===== src/design/host_port_consts.vh =====
`ifndef HOST_PORT_CONSTS_VH
`define HOST_PORT_CONSTS_VH

// ****************************************************************
// Register select codes
// ****************************************************************
`define SEL_CONTROL 2'h0
`define SEL_DATA_INC 2'h1
`define SEL_ADDRESS 2'h2
`define SEL_DATA_FIXED 2'h3

// ****************************************************************
// Widths and field positions
// ****************************************************************
`define HALF_WIDTH 16
`define WORD_WIDTH 32
`define LOW_HALF 15:0
`define HIGH_HALF 31:16
`define PIN_COUNT 24

// ****************************************************************
// Read/write select level meaning a read
// ****************************************************************
`define RW_READ 1'h1

`endif


===== src/design/host_port_strobe_ready.v =====
`timescale 1ns/1ps
`default_nettype none
`include "host_port_consts.vh"

module host_port_strobe_ready (
    input wire clock,
    input wire rst_n,
    input wire clock_enable,
    input wire host_chip_select_n,
    input wire host_data_strobe_a,
    input wire host_data_strobe_b,
    input wire host_address_strobe_n,
    input wire [1:0] host_register_select,
    input wire host_read_write,
    input wire host_halfword_select,
    input wire [15:0] host_data_bus_in,
    output wire [15:0] host_data_bus_out,
    output wire host_data_bus_oe,
    output wire host_not_ready,
    output wire aux_request,
    output wire aux_write,
    output wire aux_increment,
    output wire [31:0] aux_write_data,
    input wire aux_done,
    input wire [31:0] aux_read_data,
    output wire reg_write_valid,
    output wire [1:0] reg_write_select,
    output wire [31:0] reg_write_data,
    input wire [31:0] control_read_data,
    input wire [31:0] address_read_data
);

    // ****************************************************************
    // States
    // ****************************************************************
    localparam [3:0] ST_IDLE = 4'h1;
    localparam [3:0] ST_FETCH = 4'h2;
    localparam [3:0] ST_SHOW = 4'h4;
    localparam [3:0] ST_STORE = 4'h8;

    // ****************************************************************
    // Pin synchronisation and strobe forming
    // ****************************************************************
    wire [`PIN_COUNT-1:0] pins_sync;
    wire cs_n_s;
    wire strobe_a_s;
    wire strobe_b_s;
    wire as_n_s;
    wire [1:0] sel_s;
    wire rw_s;
    wire hw_s;
    wire [15:0] data_s;

    pin_sync_agree #(
        .WIDTH(`PIN_COUNT)
    ) u_pin_sync (
        .clock(clock),
        .rst_n(rst_n),
        .clock_enable(clock_enable),
        .pins({host_chip_select_n, host_data_strobe_a, host_data_strobe_b, host_address_strobe_n,
               host_register_select, host_read_write, host_halfword_select, host_data_bus_in}),
        .pins_sync(pins_sync)
    );

    assign {cs_n_s, strobe_a_s, strobe_b_s, as_n_s, sel_s, rw_s, hw_s, data_s} = pins_sync;

    wire strobe_n;
    assign strobe_n = ~(strobe_a_s ^ strobe_b_s) | cs_n_s;

    reg strobe_q;
    reg as_q;
    wire strobe_fall;
    wire strobe_rise;
    wire as_fall;
    assign strobe_fall = strobe_q & ~strobe_n;
    assign strobe_rise = ~strobe_q & strobe_n;
    assign as_fall = as_q & ~as_n_s;

    // Selects are taken at the falling strobe so that the rising edge
    // still knows what the access was even if the host moves them early.
    reg [1:0] sel_q;
    reg rw_q;
    reg hw_q;

    wire cur_data;
    wire cur_read;
    wire held_data;
    wire held_read;
    assign cur_data = (sel_s == `SEL_DATA_INC) | (sel_s == `SEL_DATA_FIXED);
    assign cur_read = (rw_s == `RW_READ);
    assign held_data = (sel_q == `SEL_DATA_INC) | (sel_q == `SEL_DATA_FIXED);
    assign held_read = (rw_q == `RW_READ);

    // ****************************************************************
    // Transfer sequencing
    // ****************************************************************
    reg [3:0] state_q;
    reg as_busy_q;
    reg [31:0] word_q;
    reg [15:0] wr_low_q;
    reg [15:0] out_q;
    reg oe_q;
    reg aux_request_q;
    reg aux_write_q;
    reg aux_increment_q;
    reg [31:0] aux_write_data_q;
    reg reg_write_valid_q;
    reg [1:0] reg_write_select_q;
    reg [31:0] reg_write_data_q;

    always @(posedge clock or negedge rst_n) begin
        if (!rst_n) begin
            strobe_q <= 1'b1;
            as_q <= 1'b1;
            sel_q <= `SEL_CONTROL;
            rw_q <= `RW_READ;
            hw_q <= 1'b0;
            state_q <= ST_IDLE;
            as_busy_q <= 1'b0;
            word_q <= {`WORD_WIDTH{1'b0}};
            wr_low_q <= {`HALF_WIDTH{1'b0}};
            out_q <= {`HALF_WIDTH{1'b0}};
            oe_q <= 1'b0;
            aux_request_q <= 1'b0;
            aux_write_q <= 1'b0;
            aux_increment_q <= 1'b0;
            aux_write_data_q <= {`WORD_WIDTH{1'b0}};
            reg_write_valid_q <= 1'b0;
            reg_write_select_q <= `SEL_CONTROL;
            reg_write_data_q <= {`WORD_WIDTH{1'b0}};
        end else if (clock_enable) begin
            strobe_q <= strobe_n;
            as_q <= as_n_s;
            aux_request_q <= 1'b0;
            reg_write_valid_q <= 1'b0;
            if (as_fall) begin
                as_busy_q <= 1'b1;
            end else if (strobe_fall) begin
                as_busy_q <= 1'b0;
            end
            if (strobe_fall) begin
                sel_q <= sel_s;
                rw_q <= rw_s;
                hw_q <= hw_s;
                oe_q <= cur_read;
                if (cur_read && (sel_s == `SEL_CONTROL)) begin
                    out_q <= hw_s ? control_read_data[`HIGH_HALF] : control_read_data[`LOW_HALF];
                end else if (cur_read && (sel_s == `SEL_ADDRESS)) begin
                    out_q <= hw_s ? address_read_data[`HIGH_HALF] : address_read_data[`LOW_HALF];
                end
            end else if (strobe_rise) begin
                oe_q <= 1'b0;
                if (!held_read && !hw_q) begin
                    wr_low_q <= data_s;
                end
                if (!held_read && hw_q && !held_data) begin
                    reg_write_valid_q <= 1'b1;
                    reg_write_select_q <= sel_q;
                    reg_write_data_q <= {data_s, wr_low_q};
                end
            end
            case (state_q)
                ST_IDLE: begin
                    if (strobe_fall && cur_data && cur_read && !hw_s) begin
                        aux_request_q <= 1'b1;
                        aux_write_q <= 1'b0;
                        aux_increment_q <= 1'b0;
                        state_q <= ST_FETCH;
                    end else if (strobe_fall && cur_data && cur_read) begin
                        out_q <= word_q[`HIGH_HALF];
                        state_q <= ST_SHOW;
                    end else if (strobe_rise && held_data && hw_q && !held_read) begin
                        aux_request_q <= 1'b1;
                        aux_write_q <= 1'b1;
                        aux_increment_q <= (sel_q == `SEL_DATA_INC);
                        aux_write_data_q <= {data_s, wr_low_q};
                        state_q <= ST_STORE;
                    end else if (strobe_rise && (sel_q == `SEL_DATA_INC) && hw_q && held_read) begin
                        aux_request_q <= 1'b1;
                        aux_write_q <= 1'b0;
                        aux_increment_q <= 1'b1;
                        state_q <= ST_STORE;
                    end
                end
                ST_FETCH: begin
                    if (aux_done) begin
                        word_q <= aux_read_data;
                        out_q <= aux_read_data[`LOW_HALF];
                        state_q <= ST_SHOW;
                    end
                end
                ST_SHOW: begin
                    // Data sat on the bus for this cycle; ready follows next.
                    state_q <= ST_IDLE;
                end
                ST_STORE: begin
                    if (aux_done) begin
                        if (!aux_write_q) begin
                            word_q <= aux_read_data;
                        end
                        state_q <= ST_IDLE;
                    end
                end
                default: begin
                    state_q <= ST_IDLE;
                end
            endcase
        end
    end

    // ****************************************************************
    // Outputs
    // ****************************************************************
    // Gated straight from the pin so the output drops without the
    // synchroniser latency; the host sees a pending busy as soon as it selects.
    wire busy;
    assign busy = (state_q != ST_IDLE) | as_busy_q;
    assign host_not_ready = ~host_chip_select_n & busy;

    assign host_data_bus_out = out_q;
    assign host_data_bus_oe = oe_q;
    assign aux_request = aux_request_q;
    assign aux_write = aux_write_q;
    assign aux_increment = aux_increment_q;
    assign aux_write_data = aux_write_data_q;
    assign reg_write_valid = reg_write_valid_q;
    assign reg_write_select = reg_write_select_q;
    assign reg_write_data = reg_write_data_q;

endmodule // host_port_strobe_ready

`default_nettype wire


===== src/design/pin_sync_agree.v =====
`timescale 1ns/1ps
`default_nettype none

// ****************************************************************
// Three-stage pin synchroniser
// ****************************************************************
// A bit changes only once the second and third stages agree, which
// filters a single-cycle glitch at the cost of one extra cycle.
module pin_sync_agree #(
    parameter WIDTH = 1
) (
    input wire clock,
    input wire rst_n,
    input wire clock_enable,
    input wire [WIDTH-1:0] pins,
    output wire [WIDTH-1:0] pins_sync
);

    reg [WIDTH-1:0] stage1_q;
    reg [WIDTH-1:0] stage2_q;
    reg [WIDTH-1:0] stage3_q;
    reg [WIDTH-1:0] out_q;
    integer i;

    always @(posedge clock or negedge rst_n) begin
        if (!rst_n) begin
            stage1_q <= {WIDTH{1'b1}};
            stage2_q <= {WIDTH{1'b1}};
            stage3_q <= {WIDTH{1'b1}};
            out_q <= {WIDTH{1'b1}};
        end else if (clock_enable) begin
            stage1_q <= pins;
            stage2_q <= stage1_q;
            stage3_q <= stage2_q;
            for (i = 0; i < WIDTH; i = i + 1) begin
                if (stage2_q[i] == stage3_q[i]) begin
                    out_q[i] <= stage3_q[i];
                end
            end
        end
    end

    assign pins_sync = out_q;

endmodule // pin_sync_agree

`default_nettype wire


===== config.mk =====
export PLATFORM = sky130hd
export DESIGN_NAME = host_port_strobe_ready
export DESIGN_NICKNAME = d
export VERILOG_FILES = /design/src/design/host_port_strobe_ready.v /design/src/design/pin_sync_agree.v
export VERILOG_INCLUDE_DIRS = /design/src /design/src/design
export SDC_FILE = /design/constraint.sdc
export NUM_CORES = 1
export LEC_CHECK = 0
export ABC_AREA = 1
export BUFFER_PORTS_ARGS = -buffer_cell sky130_fd_sc_hd__buf_2
export CORE_ASPECT_RATIO = 1.2
export CORE_UTILIZATION = 50
export CTS_BUF_LIST = sky130_fd_sc_hd__clkbuf_4 sky130_fd_sc_hd__clkbuf_8
export CTS_CLUSTER_DIAMETER = 40
export DETAILED_ROUTE_END_ITERATION = 10
export GPL_TIMING_DRIVEN = 0
export PLACE_DENSITY = 0.85
export SETUP_SLACK_MARGIN = 0.2
export SKIP_LAST_GASP = 1
export SYNTH_ARGS = -nofsm -noshare
export SYNTH_HDL_FRONTEND = slang
export SYNTH_HIERARCHICAL = 1
export SYNTH_SLANG_ARGS = --single-unit

===== constraint.sdc =====
create_clock -name clock -period 2.2 [get_ports clock]
set_input_delay 0.11 -clock clock [delete_from_list [all_inputs] [get_ports clock]]
set_output_delay 0.11 -clock clock [all_outputs]
set_load 0.01 [all_outputs]

==> results.cfg, run 1 <==
[finish]
register_area_mm2 = 0.00578
num-fill-cells = 1669
multi_input_area_mm2 = 0.00386
postLayoutCoreUtil_pct = 65.1
syn_to_final_growth_pct = 27.7
nets = 1756
design_area_mm2 = 0.0136
diodes = 0
drive_above_1_share_pct = 31.4

[worst_setup_path]
crit_path_frequent_cell = buf_4
worstPathCellList = nand2_1, inv_2, nor3_2, buf_4, ha_4, buf_4, nor2_2, nand3_1, buf_2, o21ai_0
cp.buffers_inverters = 4
crit_slowest_cell = dfstp_2
cpPeakStageDelay_ns = 0.56
endpoint_kind = flop
crit_fanout = 10
cp.arrival_ns = 2.48
cp-start-kind = flop
r2r_start = u_pin_sync/pins_sync[21]
crit_required_ns = 2.60
crit_start = u_pin_sync/pins_sync[21]
crit_family = buffers and inverters
worst-setup-path-type = flop to flop

[routing]
wl_per_cell_um = 14.6
drc = 0
first_pass_iters = 5
first_iter_violations = 626
vias = 9706
routed-wl-met2_um = 14100
drt.antenna.violating_nets = 0
wl_met1_um = 11300
routed.top_layer = met4
wl_um = 28100
met3_length_um = 1550
viasPerCell = 5.04

[synth]
synthTopCellsByCount = nand2_1 (460), inv_1 (178), o21ai_0 (139)
yosysWarnings = 6
synth_xor_area_share_pct = 0
synth_top_family_by_area = simple AND/OR/NAND/NOR gates
muxShareOfSynthArea_pct = 0.375
synth_fa_ha_area_share_pct = 0.234
yosysMostFrequentCell = nand2_1
synth_flop_cell = dfrtp_1
synth_area_mm2 = 0.0107
yosysTopAreaCell = dfrtp_1
ys_ff_latch = 226
synthArstFlopShare_pct = 100
synth.area.top_cells = dfrtp_1 (30%), dfstp_2 (25%), nand2_1 (16%)
synth-simple-area-share_pct = 21.9
synthesis.nets = 1447
synth_compound_area_share_pct = 12.6
synth_top_area_share_pct = 29.5
syn_avg_cell_area_um2 = 8.09
ys_types = 33
synth-edff-count = 0
seq_area_frac_synth_pct = 54.1
synthCells = 1321

[clocking]
cts_tree = done
ctsLongestPathBuffers = 3
ctsHtreeMaxLevel = 2
cts_buffers = 37
cts_root_buffer = clkbuf_8
cts_sinks = 226
clock_latency_ns = 0.54
cts.clk_slew.worst_paths_ns = 0.07

[timing]
fmax_mhz = 482
hold_viol = 0
rsz0062_at_grt = yes
maxSlewHeadroom_pct = 47.0
finalSetupViolations = 0
finClkSkew_ns = 0.0343
drv_slew = 0
tightest_slew_ns = 0.795
fin_crit_sh_pct = 94.3
period_minus_slack_ns = 2.07

[global_route]
grt_pass1_wl_um = 43800
grt-ovfl-total = 0
grt_util_all_layers_pct = 25.4
grt_max_degree = 120
antenna_found_initial = 0
first_global_vias = 9361

[floorplan]
die_w_um = 135
ios = 212
fp.dieH_um = 162
coreArea_mm2 = 0.0210
dieArea_mm2 = 0.0220
start_util_pct = 50.9
rows = 58

[place]
portBuffers = 210
dp_hpwl_um = 19300
place.gp.congestion = 0.860
dpl_cell_area_mm2 = 0.0121

[power]
p_per_area_mw_per_mm2 = 1050
ir_drop_uv = 612
p_leak_nw = 7.24

[status]
outcome = finished clean

[hold_path]
worstHoldStart = aux_read_data[15]
hp-class = primary input to flop

[flow_run]
drv_cap = 0
[worst reg2reg max path: stages (launching register included)]
cell and delay, ns:
dfstp_2 0.56, nand2_1 0.06, inv_2 0.06, nor3_2 0.04
buf_4 0.16, ha_4 0.18, buf_4 0.13, nor2_2 0.11
nand3_1 0.16, buf_2 0.22, o21ai_0 0.30
[power breakdown]
group / internal (W) / switching (W) / leakage, nW
logic: 0.00169 / 0.00264 / 4.15
registers: 0.00549 / 0.000800 / 2.68
clock network: 0.00205 / 0.00163 / 0.410
total: 0.00924 / 0.00507 / 7.24
[placed cells by master, fill, tap and decap left out, types with 4 or more instances in the layout]
cell and instances:
o21ai_2 30, inv_1 176, dfstp_2 100, nor2_2 6, o21ai_1 36, inv_2 5, clkbuf_4 13, nor2_1 68
a21oi_1 46, clkinv_2 5, nand2_1 452, buf_2 233, buf_4 29, o21ai_0 122, o211ai_1 4, clkbuf_8 44
nor3_1 4, nand2_4 6, dlygate4sd3_1 44, dfrtp_1 126, clkinv_1 22, buf_6 10, buf_8 4, nand2_2 7
nand3_1 20, nor2_4 7, mux2i_1 4, nand4_1 4
[flip-flops by register name, indices dropped and copies added, names as in the netlist, 2 cells and up]
signal and flops:
aux_write_data 32, host_data_bus_out 16, u_pin_sync/stage3_q 24, u_pin_sync/stage2_q 24
u_pin_sync/stage1_q 24, wr_low_q 16, reg_write_data 32, sel_q 2
reg_write_select 2, u_pin_sync/pins_sync 24, word_q 16, state_q 4
[stage by stage]
stage          setup TNS, ns  total power [W]  instances  setup slack (ns)  hold WS (ns)
2_1_floorplan              0          0.00870       1321             0.228        -0.186
4_1_cts                    0           0.0142       1921             0.201       0.00752
3_5_place_dp          -15.66           0.0103       1802            -0.255         0.227
6_report                   0           0.0143       1926             0.126        0.0362
5_1_grt              -0.0427           0.0152       1926           -0.0293        0.0183
3_3_place_gp         -463.74           0.0101       1801             -2.60         0.319
[path summary, 6_finish.rpt]
kind / end / slack, ns / cells after the start
setup / recovery: wr_low_q[8] / 0.13 / 10
hold / removal: host_data_bus_out[15] / 0.04 / 5
setup reg to reg: wr_low_q[8] / 0.13 / 10
hold reg to reg: u_pin_sync/stage1_q[8] / 0.47 / 2
max in group asynchronous: state_q[2] / 0.96 / 3
min in group asynchronous: word_q[19] / 0.26 / 2
[cell families after synthesis]
family / after synthesis
buf+inv: 264
fa+ha+maj: 2
simple gates: 581
flops: 226
mux: 4
compound gates: 244
[area by class of cell]
type | count | share of cell area, %
flip-flops and latches | 226 | 42.4
well taps | 270 | 2.48
repair buffers | 270 | 12.3
multi-input cells | 831 | 28.3
plain buffers | 61 | 3.37
clock buffers | 57 | 5.15
clock inverters | 8 | 0.394
inverters | 203 | 5.59
[layer usage]
metal | vias up | global-route usage (%)
met1 | 4591 | 30.2
met5 | - | 0
met4 | 0 | 12.5
li1 | 4678 | -
met3 | 84 | 4.90
met2 | 353 | 43.6
[timing repair]
action / 4_1_cts / 5_1_grt
buffers inserted: 9 / 3
hold buffers: 44 / 0
resized for setup: 30 / 58
endpoints found under the setup margin: 112 / 107
cloned: 1 / 2
hold endpoints to repair: 68 / 0
pin swaps: 6 / 12
No activity file was read; power rests on OpenSTA's default activity.
==> run 2: changes to the inputs <==
CELL_PAD_IN_SITES_DETAIL_PLACEMENT = 1   (was default)
CELL_PAD_IN_SITES_GLOBAL_PLACEMENT = 1   (was default)
CORE_UTILIZATION = 42   (was 50)
GPL_TIMING_DRIVEN = default   (was 0)
PLACE_DENSITY = 0.94   (was 0.85)
==> run 2 against run 1 <==
Compared with the run above: the flow now finishes with violations (setup timing); combinational power up 16%; register-to-register slack worse by 0.14 ns; sequential share of layout area down 0.50 points; wire length up 46%; non-clock buffer count down 32.
==> results.cfg, run 2 (same netlist as run 1, synthesis figures left out) <==
[worst_setup_path]
endpoint_kind = flop
crit_required_ns = 2.60
crit_family = simple AND/OR/NAND/NOR gates
crit_fanout = 15
worst-setup-path-type = flop to flop
worstPathCellList = nor2_4, nand2_4, nand2_2, nand4_4, buf_4, nor2_1, a21oi_1
regToRegSetupSlack_ns = -0.01
r2r_start = state_q[3]
crit_slowest_cell = dfrtp_1
cp.arrival_ns = 2.61
cp.buffers_inverters = 1
cp-start-kind = flop
crit_start = state_q[3]
cpPeakStageDelay_ns = 0.49

[hold_path]
worstHoldStart = address_read_data[27]
hp-class = primary input to flop

[clocking]
cts_tree = done
cts_buffers = 36
cts.clk_slew.worst_paths_ns = 0.07
clock_latency_ns = 0.56
ctsHtreeMaxLevel = 2
cts_sinks = 226
cts_root_buffer = clkbuf_8
ctsLongestPathBuffers = 3

[timing]
finClkSkew_ns = 0.0339
rsz0062_at_grt = yes
fmax_mhz = 452
maxSlewHeadroom_pct = 65.2
tightest_slew_ns = 0.522
drv_slew = 0
finalSetupViolations = 1
worst_slack_ns = -0.0127
period_minus_slack_ns = 2.21
hold_viol = 0
fin_crit_sh_pct = 101

[global_route]
grt_util_all_layers_pct = 28.8
antenna_found_initial = 1
grt_pass1_wl_um = 58500
grt_max_degree = 141
first_global_vias = 10800
grt-ovfl-total = 0

[routing]
vias = 10400
wl_per_cell_um = 21.0
first_iter_violations = 696
wl_um = 40900
wl_met1_um = 15400
first_pass_iters = 5
drt.antenna.violating_nets = 0
viasPerCell = 5.35
drc = 0
routed-wl-met2_um = 20300
routed.top_layer = met4
met3_length_um = 2620

[status]
outcome = finished, violations left
violations = setup timing

[flow_run]
drv_cap = 0

[floorplan]
start_util_pct = 43.0
rows = 63
coreArea_mm2 = 0.0248
ios = 212
die_w_um = 148
fp.dieH_um = 177
dieArea_mm2 = 0.0261

[finish]
drive_above_1_share_pct = 31.8
mostFrequentLayoutCell = nand2_1
nets = 1724
num-fill-cells = 3013
syn_to_final_growth_pct = 29.2
final_cell_mix = nand2_1 (443), buf_2 (209), inv_1 (173), o21ai_0 (131), dfrtp_1 (126)

[place]
place.gp.congestion = 0.870
portBuffers = 211
place_ws_ns = -0.0620
dp_hpwl_um = 22500

[power]
p_leak_nw = 7.17
power_w = 0.0153
ir_drop_uv = 470
p_per_area_mw_per_mm2 = 1110
==> run 2: repair_timing <==
| item | in CTS | in global routing |
|---|---|---|
| hold endpoints to repair | 226 | 0 |
| hold buffers | 49 | 0 |
| cloned | 2 | 4 |
| resized for setup | 11 | 76 |
| setup buffers | 5 | 9 |
| pin swaps | 4 | 29 |
| setup endpoints to repair | 75 | 108 |
==> run 2: power by group <==
group,total [W],internal (W),switching (W)
clock network,0.00379,0.00199,0.00180
registers,0.00649,0.00549,0.000994
logic,0.00502,0.00172,0.00330
==> run 2: cell type report <==
class | instances | area (µm²) | area share [%]
tap | 325 | 407 | 2.95
antenna | 1 | 2.50 | 0.0181
timing repair buffer | 299 | 2080 | 15.0
inverter | 203 | 768 | 5.56
clock buffer | 55 | 682 | 4.94
sequential | 226 | 5780 | 41.9
clock inverter | 7 | 45.0 | 0.326
multi-input combinational | 832 | 4040 | 29.3
==> run 2: worst reg2reg max path, cell delays in order, from the launching register on <==
cell and delay [ns]:
dfrtp_1 0.49, nor2_4 0.29, nand2_4 0.19, nand2_2 0.16, nand4_4 0.18, buf_4 0.27
nor2_1 0.36, a21oi_1 0.11
==> run 2: final timing paths <==
| check | end | cells past startpoint |
|---|---|---|
| min in group asynchronous | reg_write_data[28] | 2 |
| worst min-delay path | host_data_bus_out[11] | 5 |
| worst max-delay path | word_q[27] | 7 |
| max in group asynchronous | u_pin_sync/stage1_q[20] | 3 |
| worst max register to register | word_q[27] | 7 |
| worst min register to register | u_pin_sync/stage1_q[12] | 2 |
==> run 2: through the flow <==
stage                     area [µm²]  util [%]  hold slack (ns)  std cells  setup TNS (ns)
final                          13800      55.6           0.0546       1948         -0.0127
after global routing           13800      55.6           0.0863       1948         -0.0642
after CTS                      13400      53.8           0.0293       1934               0
after detailed placement       12000      48.5           0.0727       1816          -0.388
after global placement         12000      48.5           0.0705       1816               0
after floorplan                10700         -           -0.186       1321               0
==> run 2: metal layers <==
layer | track usage [%] | vias to the layer above
met4 | 16.8 | 0
met2 | 49.8 | 528
met3 | 6.34 | 194
met1 | 32.8 | 5098
li1 | - | 4611
met5 | 0 | -
==> run 3: changes to the inputs <==
SETUP_SLACK_MARGIN = default   (was 0.2)
==> run 3 against run 2 <==
Compared with the run above: the flow now finishes without violations; global-route usage down 1.7 points; register-to-register slack better by 0.05 ns; clock power down 2%; sequential cell count unchanged; critical path type unchanged; highest routed layer unchanged.
==> results.cfg, run 3 (same netlist as run 1, synthesis figures left out) <==
[status]
outcome = finished clean

[timing]
whs_ns = 0.0621
fin_crit_sh_pct = 98.2
finalSetupViolations = 0
worst_slack_ns = 0.0396
maxSlewHeadroom_pct = 64.8
hold_viol = 0
period_minus_slack_ns = 2.16
finClkSkew_ns = 0.0380
rsz0062_at_grt = yes
drv_slew = 0
tightest_slew_ns = 0.528
fmax_mhz = 463

[floorplan]
ios = 212
coreArea_mm2 = 0.0248
dieArea_mm2 = 0.0261
start_util_pct = 43.0
die_w_um = 148
rows = 63
fp.dieH_um = 177

[clocking]
cts_root_buffer = clkbuf_8
cts_sinks = 226
cts_tree = done
ctsHtreeMaxLevel = 2
clock_latency_ns = 0.56
cts_buffers = 36
cts.clk_slew.worst_paths_ns = 0.07
ctsLongestPathBuffers = 3

[global_route]
grt_util_all_layers_pct = 27.1
grt_max_degree = 141
first_global_vias = 10500
grt-ovfl-total = 0
antenna_found_initial = 1
grt_pass1_wl_um = 55300

[finish]
design_area_mm2 = 0.0133
syn_to_final_growth_pct = 24.6
mostFrequentLayoutCell = nand2_1
num-fill-cells = 3079
nets = 1708
drive_above_1_share_pct = 28.1
final_cell_mix = nand2_1 (457), buf_2 (209), inv_1 (178), o21ai_0 (139), dfrtp_1 (126)

[worst_setup_path]
cp.buffers_inverters = 4
crit_path_end = reg_write_data[13]
regToRegSetupSlack_ns = 0.04
r2r-end = reg_write_data[13]
crit_family = simple AND/OR/NAND/NOR gates
cp-start-kind = flop
cp.arrival_ns = 2.61
crit_fanout = 49
crit_start = u_pin_sync/pins_sync[22]
worstPathCellList = nand2_1, inv_1, nor3_2, buf_4, inv_1, ha_1, nand2_1, nor2_1, nand3_2, buf_12, o21ai_0
endpoint_kind = flop
cpPeakStageDelay_ns = 0.55
r2r_start = u_pin_sync/pins_sync[22]
ff2ff_path_depth = 11
crit_slowest_cell = dfstp_2
cp.depth = 11
worst-setup-path-type = flop to flop
crit_required_ns = 2.65

[place]
portBuffers = 211
place_ws_ns = -0.0620
dpl_cell_area_mm2 = 0.0120
place.gp.congestion = 0.870
dp_hpwl_um = 22500

[routing]
drt.antenna.violating_nets = 0
vias = 9810
first_iter_violations = 496
wl_per_cell_um = 18.2
drc = 0
first_pass_iters = 5
viasPerCell = 5.08
wl_um = 35100

[flow_run]
drv_cap = 0

[hold_path]
hp-class = primary input to flop

[power]
p_per_area_mw_per_mm2 = 1090
power_w = 0.0145
ir_drop_uv = 465
p_leak_nw = 7.00
## run 3: cell count changes in the layout (fill, tap and decap cells not counted), moves of 6 or more
| cell | before | now |
|---|---|---|
| nand2_1 | 443 | 457 |
| a21oi_1 | 37 | 48 |
| o21ai_0 | 131 | 139 |
| nand2_2 | 14 | 4 |
| nor2_1 | 67 | 73 |
| a21oi_2 | 11 | 1 |
## run 3: per-stage QoR
stage | utilization [%] | cells | TNS (ns)
2_1_floorplan | - | 1321 | 0
3_3_place_gp | 48.5 | 1816 | 0
3_5_place_dp | 48.5 | 1816 | -0.388
4_1_cts | 53.4 | 1927 | 0
5_1_grt | 53.6 | 1932 | -0.981
6_report | 53.6 | 1932 | 0
## run 3: layer usage
layer	track usage, %	share of wire (%)
met2	47.9	51
met5	0	0
met3	5.88	6.1
met4	13.2	4.5
met1	30.8	39
## run 3: worst register-to-register path, cell delays in order (launching register included)
cell	delay, ns
dfstp_2	0.55
nand2_1	0.06
inv_1	0.06
nor3_2	0.06
buf_4	0.13
inv_1	0.05
ha_1	0.18
nand2_1	0.06
nor2_1	0.19
nand3_2	0.22
buf_12	0.25
o21ai_0	0.28
## run 3: how the worst min path moves through the flow
stage	cells after the start	slack, ns	startpoint	end
floorplan	0	-0.19	rst_n	as_busy_q
global placement	1	0.07	rst_n	aux_write_data[17]
detailed placement	1	0.07	rst_n	aux_write_data[17]
CTS	5	0.03	aux_read_data[5]	host_data_bus_out[5]
global route	5	0.07	aux_read_data[15]	host_data_bus_out[15]
finish	5	0.06	aux_read_data[14]	host_data_bus_out[14]
## run 3: layout make-up
type	instances	area [µm²]	area share (%)
inverters	203	762	5.72
well taps	325	407	3.05
clock inverters	7	45.0	0.338
repair buffers	283	1820	13.7
diodes	1	2.50	0.0188
multi-input cells	832	3810	28.6
flip-flops and latches	226	5780	43.4
clock buffers	55	682	5.12
## run 3: report_power, final
group | switching, W | leakage [nW] | total, W | internal [W]
Clock | 0.00173 | 0.389 | 0.00371 | 0.00199
Combinational | 0.00290 | 3.93 | 0.00447 | 0.00157
Sequential | 0.000863 | 2.68 | 0.00636 | 0.00549
Total | 0.00549 | 7.00 | 0.0145 | 0.00905
## run 3: timing repair
item,4_1_cts,5_1_grt
resized for setup,2,5
endpoints found under the setup margin,18,45
pin swaps,0,2
gates cloned,0,1
setup buffers,0,3
endpoints found under the hold margin,226,0
hold buffers,49,0
